===== config.mk =====
export PLATFORM = sky130hd
export DESIGN_NAME = aacc_core
export DESIGN_NICKNAME = d
export VERILOG_FILES = /design/src/shared/aacc_pkg.sv /design/src/shared/aacc_alu_if.sv /design/src/core/aacc_core.sv /design/src/core/aacc_alu.sv
export VERILOG_INCLUDE_DIRS = /design/src /design/src/shared
export SDC_FILE = /design/constraint.sdc
export NUM_CORES = 1
export LEC_CHECK = 0
export ABC_CLOCK_PERIOD_IN_PS = 2200
export BUFFER_PORTS_ARGS = -buffer_cell sky130_fd_sc_hd__buf_2
export CORE_MARGIN = 2
export CORE_UTILIZATION = 40
export CTS_CLUSTER_DIAMETER = 60
export DETAILED_ROUTE_END_ITERATION = 8
export GPL_TIMING_DRIVEN = 0
export HOLD_SLACK_MARGIN = 0.12
export PLACE_DENSITY = 0.69
export SYNTH_ARGS = -nofsm -noshare
export SYNTH_HDL_FRONTEND = slang
export SYNTH_SLANG_ARGS = --single-unit

===== constraint.sdc =====
create_clock -name clk -period 2.2 [get_ports clk]
set_clock_uncertainty 0.2 [all_clocks]
set_input_delay 0.22 -clock clk [delete_from_list [all_inputs] [get_ports clk]]
set_output_delay 0.22 -clock clk [all_outputs]
set_load 0.03 [all_outputs]

===== src/shared/aacc_defs.svh =====
// constants for the accumulator add/and execution block
`ifndef AACC_DEFS_SVH
`define AACC_DEFS_SVH

// opcode fields: add literal bits 13:9, the others bits 13:8
`define AACC_ADD_LIT_TOP  5'h1F
`define AACC_AND_LIT_TOP  6'h39
`define AACC_ADD_FILE_TOP 6'h07
`define AACC_AND_FILE_TOP 6'h05
// instruction field positions
`define AACC_DEST_BIT    7
`define AACC_ADDR_MSB    6
`define AACC_LIT_MSB     7
// oscillator periods per instruction cycle
`define AACC_OSC_PER_CYC 4
// reset values
`define AACC_ACC_RST     8'h00
`define AACC_FLAG_RST    1'b0
// apb register byte offsets
`define AACC_REG_INSTR   12'h000
`define AACC_REG_ACC     12'h004
`define AACC_REG_STATUS  12'h008
`define AACC_REG_FWR     12'h00C
`define AACC_REG_FRD     12'h010
// status field positions
`define AACC_ST_C        0
`define AACC_ST_DCY      1
`define AACC_ST_Z        2
`define AACC_ST_BUSY     3

`endif


===== src/shared/aacc_pkg.sv =====
// types for the accumulator add/and execution block
package aacc_pkg;
    typedef enum logic [2:0] {
        AACC_OP_NONE = 3'h0,
        AACC_OP_ADDL = 3'h1,
        AACC_OP_ANDL = 3'h2,
        AACC_OP_ADDF = 3'h3,
        AACC_OP_ANDF = 3'h4
    } aacc_op_e;
    typedef enum logic [1:0] {
        AACC_Q1 = 2'h0,
        AACC_Q2 = 2'h1,
        AACC_Q3 = 2'h2,
        AACC_Q4 = 2'h3
    } aacc_phase_e;
    typedef logic [7:0] aacc_byte_t;
endpackage


===== src/shared/aacc_alu_if.sv =====
// carrier between the sequencer and the arithmetic unit
`timescale 1ns/100ps
interface aacc_alu_if;
    import aacc_pkg::*;
    aacc_op_e   op;
    aacc_byte_t acc;
    aacc_byte_t opnd;
    aacc_byte_t res;
    logic       carry;
    logic       dcarry;
    logic       zero;
    modport seq (output op, output acc, output opnd, input res, input carry, input dcarry,
                 input zero);
    modport alu (input op, input acc, input opnd, output res, output carry, output dcarry,
                 output zero);
endinterface


===== src/core/aacc_core.sv =====
// apb-reached execution datapath for add/and accumulator instructions
//
// Chosen here: the APB slave port and the register offsets.
`timescale 1ns/100ps
`include "aacc_defs.svh"
module aacc_core (
    input  wire logic              clk,
    input  wire logic              reset_n,
    input  wire logic              psel,
    input  wire logic              penable,
    input  wire logic              pwrite,
    input  wire logic [11:0]       paddr,
    input  wire logic [31:0]       pwdata,
    output logic [31:0]            prdata,
    output logic                   pready,
    output logic                   pslverr,
    output aacc_pkg::aacc_byte_t   acc_out,
    output logic                   carry_flag,
    output logic                   digit_carry_flag,
    output logic                   zero_flag,
    output logic                   file_we,
    output logic [6:0]             file_addr,
    output aacc_pkg::aacc_byte_t   file_wdata
);
    import aacc_pkg::*;

    logic        rst_s1_q;
    logic        rst_s2_q;
    aacc_byte_t  acc_q;
    aacc_byte_t  file_q;
    logic [13:0] instr_q;
    aacc_op_e    op_q;
    aacc_op_e    op_d;
    aacc_phase_e phase_q;
    logic        busy_q;
    logic        c_q;
    logic        dcy_q;
    logic        z_q;
    logic        fwe_q;
    logic [6:0]  faddr_q;
    aacc_byte_t  fwdata_q;
    logic [31:0] rdata_q;
    logic        ready_q;
    logic        err_q;
    logic        wr_acc;
    logic        access;
    logic        wr_done;
    logic        mapped;

    aacc_alu_if alu_bus ();

    aacc_alu u_alu (
        .bus (alu_bus)
    );

    // reset release through two flops, assert stays asynchronous
    always_ff @(posedge clk or negedge reset_n) begin
        if (!reset_n) begin
            rst_s1_q <= 1'b0;
            rst_s2_q <= 1'b0;
        end else begin
            rst_s1_q <= 1'b1;
            rst_s2_q <= rst_s1_q;
        end
    end

    assign access = psel && penable && !ready_q;
    // writes commit at the edge where pready is seen, as the master expects
    assign wr_done = psel && penable && pwrite && ready_q;
    assign mapped = (paddr == `AACC_REG_INSTR) || (paddr == `AACC_REG_ACC) ||
                    (paddr == `AACC_REG_STATUS) || (paddr == `AACC_REG_FWR) ||
                    (paddr == `AACC_REG_FRD);

    // opcode decode; unrecognised words are ignored
    always_comb begin
        op_d = AACC_OP_NONE;
        if (pwdata[13:9] == `AACC_ADD_LIT_TOP) begin
            op_d = AACC_OP_ADDL;
        end else if (pwdata[13:8] == `AACC_AND_LIT_TOP) begin
            op_d = AACC_OP_ANDL;
        end else if (pwdata[13:8] == `AACC_ADD_FILE_TOP) begin
            op_d = AACC_OP_ADDF;
        end else if (pwdata[13:8] == `AACC_AND_FILE_TOP) begin
            op_d = AACC_OP_ANDF;
        end
    end

    // operand selection: literal or the file register snapshot
    // the literal path never looks at the file snapshot
    always_comb begin
        alu_bus.op   = op_q;
        alu_bus.acc  = acc_q;
        if ((op_q == AACC_OP_ADDL) || (op_q == AACC_OP_ANDL)) begin
            alu_bus.opnd = instr_q[`AACC_LIT_MSB:0];
        end else begin
            alu_bus.opnd = file_q;
        end
    end

    // instruction launch; writes to the instruction register while busy are dropped
    // op_d reads pwdata, which the master holds through the commit edge
    always_ff @(posedge clk or negedge rst_s2_q) begin
        if (!rst_s2_q) begin
            instr_q <= 14'h0000;
            op_q    <= AACC_OP_NONE;
        end else if (wr_done && paddr == `AACC_REG_INSTR && !busy_q) begin
            instr_q <= pwdata[13:0];
            op_q    <= op_d;
        end else if (busy_q && phase_q == AACC_Q4) begin
            op_q    <= AACC_OP_NONE;
        end
    end

    // four-phase instruction cycle, one oscillator period per clock
    always_ff @(posedge clk or negedge rst_s2_q) begin
        if (!rst_s2_q) begin
            phase_q <= AACC_Q1;
            busy_q  <= 1'b0;
        end else if (!busy_q) begin
            phase_q <= AACC_Q1;
            // decoded words only; undecoded writes leave the block idle
            busy_q  <= wr_done && paddr == `AACC_REG_INSTR && op_d != AACC_OP_NONE;
        end else begin
            case (phase_q)
                AACC_Q1: phase_q <= AACC_Q2;
                AACC_Q2: phase_q <= AACC_Q3;
                AACC_Q3: phase_q <= AACC_Q4;
                AACC_Q4: begin
                    phase_q <= AACC_Q1;
                    busy_q  <= 1'b0;
                end
                default: phase_q <= AACC_Q1;
            endcase
        end
    end

    // result lands at the end of Q4
    assign wr_acc = busy_q && phase_q == AACC_Q4 &&
                    ((op_q == AACC_OP_ADDL) || (op_q == AACC_OP_ANDL) ||
                     !instr_q[`AACC_DEST_BIT]);

    // accumulator: apb load, or instruction result
    always_ff @(posedge clk or negedge rst_s2_q) begin
        if (!rst_s2_q) begin
            acc_q <= `AACC_ACC_RST;
        end else if (wr_acc) begin
            acc_q <= alu_bus.res;
        end else if (wr_done && paddr == `AACC_REG_ACC && !busy_q) begin
            acc_q <= pwdata[7:0];
        end
    end

    // file register operand, held by software or written back by the datapath
    always_ff @(posedge clk or negedge rst_s2_q) begin
        if (!rst_s2_q) begin
            file_q <= 8'h00;
        end else if (busy_q && phase_q == AACC_Q4 && op_q inside {AACC_OP_ADDF, AACC_OP_ANDF}
                     && instr_q[`AACC_DEST_BIT]) begin
            file_q <= alu_bus.res;
        end else if (wr_done && paddr == `AACC_REG_FWR && !busy_q) begin
            file_q <= pwdata[7:0];
        end
    end

    // file write-back strobe toward the register file, one clock wide
    always_ff @(posedge clk or negedge rst_s2_q) begin
        if (!rst_s2_q) begin
            fwe_q    <= 1'b0;
            faddr_q  <= 7'h00;
            fwdata_q <= 8'h00;
        end else begin
            fwe_q    <= busy_q && phase_q == AACC_Q4 &&
                        op_q inside {AACC_OP_ADDF, AACC_OP_ANDF} &&
                        instr_q[`AACC_DEST_BIT];
            // address and data track every clock; only the strobe qualifies them
            faddr_q  <= instr_q[`AACC_ADDR_MSB:0];
            fwdata_q <= alu_bus.res;
        end
    end

    // flags: add updates all three, and updates zero only
    always_ff @(posedge clk or negedge rst_s2_q) begin
        if (!rst_s2_q) begin
            c_q   <= `AACC_FLAG_RST;
            dcy_q <= `AACC_FLAG_RST;
            z_q  <= `AACC_FLAG_RST;
        end else if (busy_q && phase_q == AACC_Q4 && op_q != AACC_OP_NONE) begin
            z_q <= alu_bus.zero;
            if (op_q == AACC_OP_ADDL || op_q == AACC_OP_ADDF) begin
                c_q  <= alu_bus.carry;
                dcy_q <= alu_bus.dcarry;
            end
        end
    end

    // apb slave, one wait state, unmapped addresses answer with an error
    always_ff @(posedge clk or negedge rst_s2_q) begin
        if (!rst_s2_q) begin
            ready_q <= 1'b0;
            err_q   <= 1'b0;
            rdata_q <= 32'h0000_0000;
        end else begin
            ready_q <= access;
            err_q   <= access && !mapped;
            rdata_q <= 32'h0000_0000;
            // read data is captured on the first access cycle and stands with pready
            if (access && !pwrite) begin
                case (paddr)
                    `AACC_REG_INSTR:  rdata_q <= {18'h00000, instr_q};
                    `AACC_REG_ACC:    rdata_q <= {24'h000000, acc_q};
                    `AACC_REG_STATUS: rdata_q <= {28'h0000000, busy_q, z_q, dcy_q, c_q};
                    `AACC_REG_FWR:    rdata_q <= {24'h000000, file_q};
                    `AACC_REG_FRD:    rdata_q <= {24'h000000, file_q};
                    default:          rdata_q <= 32'h0000_0000;
                endcase
            end
        end
    end

    assign prdata           = rdata_q;
    assign pready           = ready_q;
    assign pslverr          = err_q;
    assign acc_out          = acc_q;
    assign carry_flag       = c_q;
    assign digit_carry_flag = dcy_q;
    assign zero_flag        = z_q;
    assign file_we          = fwe_q;
    assign file_addr        = faddr_q;
    assign file_wdata       = fwdata_q;

    // instruction finishes four clocks after launch
    a_cycle_len: assert property (@(posedge clk) disable iff (!rst_s2_q)
        $rose(busy_q) |-> busy_q [*4] ##1 !busy_q)
        else $error("instruction cycle not four clocks");
    a_and_lit: assert property (@(posedge clk) disable iff (!rst_s2_q)
        (busy_q && phase_q == AACC_Q4 && op_q == AACC_OP_ANDL) |=>
        acc_q == ($past(acc_q) & $past(instr_q[7:0])))
        else $error("and literal result wrong");
    a_add_lit: assert property (@(posedge clk) disable iff (!rst_s2_q)
        (busy_q && phase_q == AACC_Q4 && op_q == AACC_OP_ADDL) |=>
        {c_q, acc_q} == {1'b0, $past(acc_q)} + {1'b0, $past(instr_q[7:0])})
        else $error("add literal result wrong");
    a_add_file: assert property (@(posedge clk) disable iff (!rst_s2_q)
        (busy_q && phase_q == AACC_Q4 && op_q == AACC_OP_ADDF && !instr_q[7]) |=>
        acc_q == 8'($past(acc_q) + $past(file_q)))
        else $error("add file result wrong");
    a_and_file: assert property (@(posedge clk) disable iff (!rst_s2_q)
        (busy_q && phase_q == AACC_Q4 && op_q == AACC_OP_ANDF && instr_q[7]) |=>
        file_q == ($past(acc_q) & $past(file_q)))
        else $error("and file result wrong");
    a_dest_keep: assert property (@(posedge clk) disable iff (!rst_s2_q)
        (busy_q && phase_q == AACC_Q4 && op_q inside {AACC_OP_ADDF, AACC_OP_ANDF}
         && instr_q[7]) |=> $stable(acc_q) && file_we)
        else $error("destination steering wrong");
    a_flag_zero: assert property (@(posedge clk) disable iff (!rst_s2_q)
        (busy_q && phase_q == AACC_Q4 && op_q != AACC_OP_NONE && !instr_q[7]) |=>
        z_q == (acc_q == 8'h00))
        else $error("zero flag wrong");
    a_and_flags: assert property (@(posedge clk) disable iff (!rst_s2_q)
        (busy_q && phase_q == AACC_Q4 && op_q inside {AACC_OP_ANDL, AACC_OP_ANDF}) |=>
        $stable(c_q) && $stable(dcy_q))
        else $error("and changed carry flags");

    // steering and carries on the paths the checks above leave open
    a_file_keep: assert property (@(posedge clk) disable iff (!rst_s2_q)
        (busy_q && phase_q == AACC_Q4 && op_q != AACC_OP_NONE &&
         !(op_q inside {AACC_OP_ADDF, AACC_OP_ANDF} && instr_q[7])) |=>
        $stable(file_q) && !file_we)
        else $error("file register touched on accumulator destination");
    a_add_back: assert property (@(posedge clk) disable iff (!rst_s2_q)
        (busy_q && phase_q == AACC_Q4 && op_q == AACC_OP_ADDF && instr_q[7]) |=>
        file_q == 8'($past(acc_q) + $past(file_q)))
        else $error("add file write-back wrong");
    a_and_acc: assert property (@(posedge clk) disable iff (!rst_s2_q)
        (busy_q && phase_q == AACC_Q4 && op_q == AACC_OP_ANDF && !instr_q[7]) |=>
        acc_q == ($past(acc_q) & $past(file_q)))
        else $error("and file accumulator result wrong");
    a_lit_dcarry: assert property (@(posedge clk) disable iff (!rst_s2_q)
        (busy_q && phase_q == AACC_Q4 && op_q == AACC_OP_ADDL) |=>
        dcy_q == ((5'($past(acc_q[3:0])) + 5'($past(instr_q[3:0]))) >= 5'h10))
        else $error("add literal digit carry wrong");
    a_file_carry: assert property (@(posedge clk) disable iff (!rst_s2_q)
        (busy_q && phase_q == AACC_Q4 && op_q == AACC_OP_ADDF) |=>
        c_q == ((9'($past(acc_q)) + 9'($past(file_q))) >= 9'h100) &&
        dcy_q == ((5'($past(acc_q[3:0])) + 5'($past(file_q[3:0]))) >= 5'h10))
        else $error("add file carries wrong");
    a_zero_file: assert property (@(posedge clk) disable iff (!rst_s2_q)
        (busy_q && phase_q == AACC_Q4 && op_q inside {AACC_OP_ADDF, AACC_OP_ANDF}
         && instr_q[7]) |=> z_q == (file_q == 8'h00))
        else $error("zero flag wrong on file destination");

    // sequencing and bus refusal
    a_busy_refuse: assert property (@(posedge clk) disable iff (!rst_s2_q)
        (busy_q && wr_done && paddr == `AACC_REG_ACC && !wr_acc) |=> $stable(acc_q))
        else $error("accumulator written while busy");
    a_idle_phase: assert property (@(posedge clk) disable iff (!rst_s2_q)
        !busy_q |-> phase_q == AACC_Q1)
        else $error("phase not at Q1 while idle");
    a_launch_src: assert property (@(posedge clk) disable iff (!rst_s2_q)
        $rose(busy_q) |-> $past(wr_done) && $past(paddr) == `AACC_REG_INSTR)
        else $error("instruction started without a committed write");
    a_we_pulse: assert property (@(posedge clk) disable iff (!rst_s2_q)
        file_we |=> !file_we)
        else $error("write-back strobe longer than one clock");
endmodule // aacc_core


===== src/core/aacc_alu.sv =====
// combinational add/and unit with flag generation
`timescale 1ns/100ps
`include "aacc_defs.svh"
module aacc_alu (
    aacc_alu_if.alu bus
);
    import aacc_pkg::*;
    logic [4:0] lo_sum;
    logic [4:0] hi_sum;
    logic       is_add;

    // split add keeps the nibble carry visible
    always_comb begin
        is_add     = (bus.op == AACC_OP_ADDL) || (bus.op == AACC_OP_ADDF);
        lo_sum     = {1'b0, bus.acc[3:0]} + {1'b0, bus.opnd[3:0]};
        hi_sum     = {1'b0, bus.acc[7:4]} + {1'b0, bus.opnd[7:4]} + {4'h0, lo_sum[4]};
        if (is_add) begin
            bus.res    = {hi_sum[3:0], lo_sum[3:0]};
        end else begin
            bus.res    = bus.acc & bus.opnd;
        end
        bus.carry  = hi_sum[4];
        bus.dcarry = lo_sum[4];
        bus.zero   = (bus.res == 8'h00);
    end
endmodule // aacc_alu


### Word-level counts from Yosys, hierarchy flattened

Cells that the tools add are included.

| operators by class | value |
|---|---|
| $add $sub $neg | 3 |
| eq/ne operators | 15 |
| mux-type cells | 18 |
| bitwise logic cells | 1 |
| reduce and logical (&&, ||, !) cells | 41 |

Operators with widths:

| operator | number |
|---|---|
| $pmux W14 S4 | 1 |
| $mux W8 | 6 |
| $eq A12 B4 Y1 const B | 2 |
| $logic_and A1 B1 Y1 | 18 |
| $mux W3 | 6 |
| $mux W14 | 1 |
| $eq A12 B3 Y1 const B | 1 |
| $eq A12 B5 Y1 const B | 1 |
| $eq A6 B3 Y1 const B | 2 |
| $logic_not A12 Y1 | 1 |
| $add A4 B4 Y5 | 2 |
| $and A8 B8 Y8 | 1 |
| $logic_not A8 Y1 | 1 |
| $pmux W2 S4 | 1 |
| $reduce_bool A2 Y1 | 4 |
| $logic_or A1 B1 Y1 | 7 |
| $eq A3 B2 Y1 const B | 2 |
| $eq A6 B6 Y1 const B | 1 |
| $reduce_bool A3 Y1 | 2 |
| $add A5 B1 Y5 | 1 |
| $eq A5 B5 Y1 const B | 1 |
| $logic_not A1 Y1 | 5 |
| $eq A2 B2 Y1 const B | 2 |
| $eq A3 B1 Y1 const B | 1 |
| other kinds (7) | 8 |

| word-level totals | value |
|---|---|
| flip-flop bits (word level) | 91 |
| input port bits | 49 |
| output and inout port bits | 61 |

### Longest topological paths before layout

Gate-level depths: netlist of the first run.

| logic depth | value |
|---|---|
| depth in word-level cells | 8 |
| depth in mapped cells | 17 |

### By module

From an unflattened synthesis of the first run, not the netlist that was laid out.

| unflattened totals | value |
|---|---|
| cells, all modules | 352 |
| area total of the unflattened synthesis | 3932.5 um^2 |

Modules (own cells, without submodules):

| module | times used | cells each | area each (um^2) | sequential area each (um^2) |
|---|---|---|---|---|
| aacc_core | 1 | 300 | 3437.0 | 1826.8 |
| aacc_alu | 1 | 52 | 495.5 | 0.0 |

### Worst setup path after synthesis of the first run

Ideal clock, no wire load.

| timing | value |
|---|---|
| kind | register to register |
| start | reg op_q[0], in the netlist alu_bus.op[0] |
| end | reg acc_q[5], in the netlist acc_out[5] |
| setup time | 0.123 ns |
| arrival | 3.806 ns |
| slack | -1.929 ns |
| stages on the path, launching flop included | 16 |
| buffers on the path | 1 |
| period minus slack after synthesis | 4.129 ns |
| cells stage by stage | dfrtp_1 buf_2 xnor2_1 nor2_1 mux2_2 ha_1 inv_1 fa_1 o21ai_0 a21oi_1 fa_1 inv_1 fa_1 mux2_2 or3_1 o221a_2 |

| between the ends | value |
|---|---|
| cells in the longest elaborated chain, start to end | 7 |
| elaborated cells on any way between the ends | 15 |
| classes of those cells | add/sub: 3; eq/ne: 3; mux: 3; bitwise: 1; reduce/logical: 5 |

RTL lines:

| element | RTL line | RTL |
|---|---|---|
| from (decl) | aacc_core.sv:32 | `aacc_op_e op_q;` |
| from (signal assigned) | aacc_core.sv:108 | `op_q <= op_d;` |
| $eq A3 B1 Y1 or $eq A3 B2 Y1 (tied branches) | aacc_core.sv:93, aacc_alu.sv:14 |  |
| $logic_or A1 B1 Y1 | aacc_core.sv:93 | `if ((op_q == AACC_OP_ADDL) \|\| (op_q == AACC_OP_ANDL)) begin` |
| $mux W8 | aacc_core.sv:93 |  |
| $add A4 B4 Y5, on equally long branches | aacc_alu.sv:16, aacc_alu.sv:15 |  |
| $add A5 B1 Y5 | aacc_alu.sv:16 | `hi_sum = {1'b0, bus.acc[7:4]} + {1'b0, bus.opnd[7:4]} + {4'h0, lo_sum[4]};` |
| $mux W8 (*) | aacc_alu.sv:17 | `if (is_add) begin` |
| net alu_bus.res[5] | aacc_alu_if.sv:8 | `aacc_byte_t res;` |
| $mux W8 (*) | aacc_core.sv:146 | `end else if (wr_acc) begin` |
| to (signal assigned) | aacc_core.sv:145 | `` acc_q <= `AACC_ACC_RST; `` |
| to (signal assigned) | aacc_core.sv:147 | `acc_q <= alu_bus.res;` |
| to (signal assigned) | aacc_core.sv:149 | `acc_q <= pwdata[7:0];` |
| to (decl) | aacc_core.sv:29 | `aacc_byte_t acc_q;` |

The timed path passes the listed nets; every way through them passes the cells marked *.
A chain may end at the register's enable or synchronous reset.

### Final worst setup path of the first run

Ends and elaborated chain as after synthesis.

==> impl_metrics.csv, run 1 <==
group,metric,value,unit
status,status,"complete, but fails checks",
status,violations,"setup timing",
power,power_density,525.8,nW/um^2
floorplanning,die-area,10470,um^2
sta,period_share,1.707,
clocking,clockRootBuffer,"clkbuf_8",
logic_synthesis,syn_area,3866,um^2
global_routing,grt_pass1_wl,16000,um
logic_synthesis,seq_area_frac_synth,0.4725,
logic_synthesis,ys_top_cells_by_count,"73 x dfrtp_1, 22 x mux2_2, 19 x buf_4, 18 x inv_1, 17 x nand2_1",
critical_path,crit_fanout,5,
detailed_routing,first_iter_violations,279,
critical_path,required,2.24,ns
detailed_routing,drc_errors,0,
sta,relSlewSlack,0.4058,
global_routing,grt_pass1_vias,3079,
finish,instances_no_fill,634,
critical_path,reg2reg_slack,-1.56,ns
critical_path,critPathLaunchType,"register",
logic_synthesis,ys_ff_latch,73,
finish,n_antenna_cell,0,
floorplanning,die_w,102.3,um
sta,setup-violations-final,27,
sta,setup_ws,-1.555,ns
logic_synthesis,synth_largest_area_cell,"dfrtp_1",
detailed_routing,vias_per_cell,5.218,
power,ir_drop,0.2834,mV
finish,final_area,5380,um^2
clocking,clockBufferDepth,2,
clocking,htree_levels,3,
clocking,numCtsBuffers,9,
finish,nets,563,
sta,whs,0.1559,ns
min_path,hold_path.class,"reg -> reg",
floorplanning,die_height,102.3,um
logic_synthesis,yosys.area_share.adder,0.05113,
critical_path,critical-path-max-stage-delay,0.43,ns
detailed_routing,dr.pass1.iters,6,
logic_synthesis,synth_most_common_cell,"dfrtp_1",
floorplanning,start_util,0.4145,
detailed_routing,vias,3308,
floorplanning,core.rowCount,35,
finish,area_growth,39.16,%
clocking,clock_sinks,73,
logic_synthesis,yosysWarnings,0,
logic_synthesis,synthTopCellsByArea,"dfrtp_1 47%, mux2_2 6.4%, buf_4 3.7%, ha_1 3.6%, mux2_4 2.3%",
power,p_clk_frac,0.454,
power,internal-power,0.002182,W
detailed_routing,routedWlPerCell,16.44,um
logic_synthesis,ys.flop_type,"dfrtp_1",
floorplanning,coreArea,9328,um^2
placement,placed_area,4533,um^2
power,p_comb_frac,0.062,
clocking,cts_tree,"yes",
critical_path,end_kind,"register",
floorplanning,io_pins,110,
logic_synthesis,yosys.area_share.simple,0.1663,
global_routing,grt_antenna_before_repair,0,
sta,period_minus_slack,3.755,ns
job,max_cap_viol_count,0,
power,switching_share,0.2288,
placement,placed_cells,567,
logic_synthesis,synth_top_family_by_area,"simple AND/OR/NAND/NOR gates",
sta,maxSlewViolCount,0,
logic_synthesis,ys_types,58,
logic_synthesis,synthMuxAreaShare,0.1084,
logic_synthesis,synth-xor-area-share,0.006796,
logic_synthesis,async_flop_share,1.000,
sta,fmax,266.3,MHz
power,leakagePower,2.605,nW
finish,final_layout_size_suffix_gt1_frac,0.4198,
power,p_sw,0.0006472,W
power,seqPwrFrac,0.484,
critical_path,crit-reg2reg-launch,"alu_bus.op[0]$_DFFE_PN0P_",
critical_path,r2r_end,"acc_out[5]$_DFFE_PN0P_",
critical_path,cp_common_cell,"buf_6",
critical_path,r2r_cells,15,
logic_synthesis,avgSynthCellArea,11.08,um^2
global_routing,grt_max_degree,72,
placement,dp_hpwl,7204,um
logic_synthesis,synth_compound_area_frac,0.1246,
global_routing,track_usage,0.2012,
sta,worst_slew_pin_slew,0.8913,ns
clocking,clk_latency,0.36,ns
critical_path,crit_slowest_cell,"fa_2",
sta,setup_tns,-24.23,ns
logic_synthesis,synth_top_area_frac,0.4725,
critical_path,crit_path_start,"alu_bus.op[0]$_DFFE_PN0P_",
sta,rsz0062_at_grt,"yes",
clocking,cts.reportedPaths.clkPinSlew,0.08,ns
detailed_routing,ant_nets,0,
critical_path,path_cells,"buf_6 -> xnor2_4 -> nor2_4 -> buf_4 -> buf_6 -> buf_6 -> mux2_4 -> ha_4 -> a21oi_2 -> fa_2 -> inv_2 -> fa_2 -> mux2_4 -> or3_1 -> o221a_2",
logic_synthesis,synth-edff-count,0,
detailed_routing,finalWirelength,10420,um
placement,gp_congestion,0.8449,
sta,finalHoldViolCount,0,
critical_path,crit_end,"acc_out[5]$_DFFE_PN0P_",
global_routing,grt_overflow,0,
logic_synthesis,syn-instance-count,349,
critical_path,crit_type,"reg -> reg",
placement,numPortBuffers,72,
critical_path,arrival,3.80,ns
-- layout make-up --
cell class | count | area, um^2
Multi-Input combinational cell | 245 | 2041
Inverter | 19 | 71.32
Clock buffer | 10 | 127.6
Fill cell | 777 | 3948
Timing Repair Buffer | 123 | 830.8
Tap cell | 129 | 161.4
Sequential cell | 73 | 1832
Buffer | 29 | 200.2
Clock inverter | 6 | 116.4
-- through the flow --
step	utilization	worst slack, ns	total power (W)
detailed placement	0.4860	-1.874	0.001545
CTS	0.5634	-1.537	0.002850
floorplan	-	-1.481	0.001487
finish	0.5768	-1.555	0.002829
global placement	0.4857	-1.785	0.001541
global route	0.5768	-1.671	0.002924
-- kinds of logic after synthesis --
logic type,after synthesis
xor gates and xnor gates,3
adders and majority gates,14
AOI/OAI and AO/OA,66
other,2
and+or+nand+nor,107
buffers and inverters,48
DFF,73
muxes,36
-- power groups by stage --
stage / Combinational (W) / Clock [W] / Sequential [W]
after floorplan: 0.0000905 / 0 / 0.00140
after global placement: 0.000143 / 0 / 0.00140
after detailed placement: 0.000145 / 0 / 0.00140
after CTS: 0.000172 / 0.00131 / 0.00137
after global routing: 0.000187 / 0.00136 / 0.00138
final: 0.000175 / 0.00128 / 0.00137
-- worst min-delay path by stage --
stage          slack, ns  cells after the start            endpoint          startpoint
5_1_grt             0.19                      0  rst_s2_q$_DFF_PN0_  rst_s1_q$_DFF_PN0_
4_1_cts             0.16                      0  rst_s2_q$_DFF_PN0_  rst_s1_q$_DFF_PN0_
3_5_place_dp       -0.19                      1  rst_s1_q$_DFF_PN0_             reset_n
3_3_place_gp       -0.19                      1  rst_s1_q$_DFF_PN0_             reset_n
6_report            0.16                      0  rst_s2_q$_DFF_PN0_  rst_s1_q$_DFF_PN0_
2_1_floorplan      -0.28                      0  rst_s1_q$_DFF_PN0_             reset_n
-- per-layer routing --
metal / GRT usage / wire length, um / share of wire
met2: 0.3522 / 5223 / 0.50
met1: 0.2476 / 4257 / 0.41
met3: 0.04104 / 735 / 0.071
met4: 0.06872 / 204 / 0.020
met5: 0 / 0 / 0
-- flip-flops by register name (all words and copies together), names as in the netlist, 2 cells and up --
signal	cells
phase_q	2
file_q	8
file_wdata	8
file_addr	7
acc_out	8
prdata	14
instr_q	14
alu_bus.op	3
-- placed cells by master (no fill, tap or decap), drive strengths merged, types with 8 or more instances in the layout --
cell type	count
buf	127
dfrtp	73
mux2	29
dlygate4sd3	20
conb	19
inv	19
nand2	17
nor2	16
nand3	15
clkbuf	15
o21ai	14
and2	11
ha	11
a21oi	9
a31oi	8
-- what timing repair did --
item / in CTS / in global routing
pin swaps: 15 / 9
setup buffers: 21 / 13
hold endpoints to repair: 38 / 0
hold buffers: 20 / 0
gates resized for setup: 30 / 13
endpoints found under the setup margin: 27 / 34
-- critical path, delay by kind of cell, from the launching register on --
kind / cells / cell delay [ns]
simple gates: 2 / 0.51
xor+xnor: 1 / 0.13
buf+inv: 5 / 0.51
flops: 1 / 0.40
compound gates: 2 / 0.19
fa+ha+maj: 3 / 1.08
mux: 2 / 0.60
Note: power is estimated with default switching activity, not from simulation.
==> inputs of run 2 (changes only) <==
Settings changed: SETUP_SLACK_MARGIN set to 0.4.
==> run 2 against run 1 <==
The run still ends with setup timing left. Core utilization grew 1.5 points. Setup slack worse by 0.053 ns. Wire length up 0.47%. Die area did not move. Largest power group unchanged.
==> impl_metrics.csv, run 2 (same netlist as run 1, synthesis figures left out) <==
group,metric,value,unit
sta,rsz0062_at_grt,"yes",
critical_path,crit_family,"adder cells",
placement,placed_cells,567,
clocking,htree_levels,3,
critical_path,r2r_end,"acc_out[5]$_DFFE_PN0P_",
global_routing,grt_pass1_wl,15800,um
detailed_routing,drc_errors,0,
sta,worst_slew_pin_slew,0.8997,ns
critical_path,end_kind,"register",
sta,maxSlewViolCount,0,
sta,setup_ws,-1.608,ns
global_routing,track_usage,0.1973,
finish,mostFrequentLayoutCell,"buf_2",
sta,setup-violations-final,27,
placement,numPortBuffers,72,
detailed_routing,ant_nets,0,
finish,instances_no_fill,639,
placement,place_ws,-1.825,ns
clocking,clock_sinks,73,
finish,area_growth,42.78,%
sta,period_minus_slack,3.808,ns
job,max_cap_viol_count,0,
clocking,clockBufferDepth,2,
clocking,cts.reportedPaths.clkPinSlew,0.08,ns
min_path,hold_path.class,"reg -> reg",
finish,final_cell_mix,"74 x buf_2, 68 x dfrtp_1, 47 x buf_4",
global_routing,grt_antenna_before_repair,0,
power,ir_drop,0.3195,mV
placement,dp_hpwl,6988,um
floorplanning,die_w,102.3,um
placement,placed_area,4534,um^2
finish,final_area,5520,um^2
floorplanning,coreArea,9328,um^2
floorplanning,die-area,10470,um^2
critical_path,required,2.25,ns
detailed_routing,vias,3360,
status,violations,"setup timing",
critical_path,worst-path-stages,15,
clocking,numCtsBuffers,9,
critical_path,critPathBufInv,3,
floorplanning,core.rowCount,35,
critical_path,path_cells,"buf_6 -> xnor2_4 -> nor2_4 -> mux2_4 -> ha_4 -> inv_2 -> fa_2 -> o21ai_2 -> a21oi_2 -> fa_2 -> inv_2 -> fa_2 -> mux2_4 -> or3_4 -> o221a_4",
status,status,"complete, but fails checks",
power,leakagePower,2.656,nW
min_path,min_to,"rst_s2_q$_DFF_PN0_",
critical_path,r2r_cells,15,
critical_path,crit-reg2reg-launch,"alu_bus.op[0]$_DFFE_PN0P_",
clocking,cts_tree,"yes",
global_routing,grt_overflow,0,
floorplanning,start_util,0.4145,
critical_path,critPathLaunchType,"register",
detailed_routing,first_iter_violations,269,
critical_path,cp_common_cell,"fa_2",
critical_path,reg2reg_slack,-1.61,ns
sta,period_share,1.731,
detailed_routing,vias_per_cell,5.258,
floorplanning,io_pins,110,
finish,n_antenna_cell,0,
critical_path,arrival,3.86,ns
floorplanning,die_height,102.3,um
finish,nets,568,
detailed_routing,routedWlPerCell,16.38,um
detailed_routing,finalWirelength,10470,um
clocking,clk_latency,0.35,ns
power,power_density,513.6,nW/um^2
critical_path,critical-path-max-stage-delay,0.44,ns
min_path,holdPathStages,0,
detailed_routing,dr.pass1.iters,5,
min_path,holdCritStartpoint,"rst_s1_q$_DFF_PN0_",
critical_path,crit_fanout,6,
sta,fmax,262.6,MHz
placement,gp_congestion,0.8100,
global_routing,grt_max_degree,72,
finish,final_layout_size_suffix_gt1_frac,0.4549,
clocking,clockRootBuffer,"clkbuf_8",
sta,finalHoldViolCount,0,
critical_path,crit_slowest_cell,"fa_2",
sta,relSlewSlack,0.4002,
power,p_total,0.002835,W
critical_path,crit_type,"reg -> reg",
global_routing,grt_pass1_vias,3087,
[run 2: per-stage QoR]
stage	hold slack, ns	util	setup TNS (ns)
after detailed placement	-0.1899	0.4861	-26.94
after global routing	0.1720	0.5918	-25.77
after global placement	-0.1913	0.4858	-26.48
after floorplan	-0.2756	-	-17.53
after CTS	0.1550	0.5710	-20.86
final	0.1526	0.5918	-23.08
[run 2: where the power goes]
group | switching, W | internal (W) | total (W) | leakage, nW
logic | 0.000100 | 0.0000791 | 0.000179 | 1.59
registers | 0.0000257 | 0.00134 | 0.00137 | 0.944
clock network | 0.000526 | 0.000759 | 0.00129 | 0.117
[run 2: layout make-up]
| class | count | area [um^2] |
|---|---|---|
| buffer | 29 | 224.0 |
| clock inverter | 6 | 115.1 |
| fill | 734 | 3807 |
| timing repair buffer | 128 | 869.6 |
| sequential | 73 | 1836 |
| inverter | 19 | 73.82 |
| clock buffer | 10 | 127.6 |
| multi-input combinational | 245 | 2113 |
| tap | 129 | 161.4 |
[run 2: worst max-delay path by stage]
stage,startpoint,endpoint,slack [ns]
floorplan,alu_bus.op[0]$_DFFE_PN0P_,acc_out[5]$_DFFE_PN0P_,-1.48
detailed placement,alu_bus.op[0]$_DFFE_PN0P_,acc_out[5]$_DFFE_PN0P_,-1.83
CTS,alu_bus.op[0]$_DFFE_PN0P_,acc_out[5]$_DFFE_PN0P_,-1.55
global route,alu_bus.op[0]$_DFFE_PN0P_,acc_out[5]$_DFFE_PN0P_,-1.71
finish,alu_bus.op[0]$_DFFE_PN0P_,acc_out[5]$_DFFE_PN0P_,-1.61
global placement,alu_bus.op[0]$_DFFE_PN0P_,acc_out[5]$_DFFE_PN0P_,-1.82
[run 2: worst reg2reg max path, stage by stage, from the launching register on]
cell and delay (ns):
dfrtp_1 0.39, buf_6 0.13, xnor2_4 0.15, nor2_4 0.21, mux2_4 0.22, ha_4 0.14, inv_2 0.04, fa_2 0.34
o21ai_2 0.15, a21oi_2 0.09, fa_2 0.37, inv_2 0.07, fa_2 0.44, mux2_4 0.30, or3_4 0.35, o221a_4 0.12
[run 2: per-layer routing]
metal	track usage	routed length, um	part of all wire
met1	0.2528	4352	0.42
met2	0.3325	5021	0.48
met3	0.03967	788	0.075
met4	0.07077	307	0.029
met5	0	0	0
[run 2: what timing repair did]
item / in CTS / in global routing
setup endpoints to repair: 49 / 55
hold buffers: 19 / 0
endpoints found under the hold margin: 38 / 0
pin swaps: 10 / 7
setup buffers: 26 / 11
gates resized for setup: 43 / 29
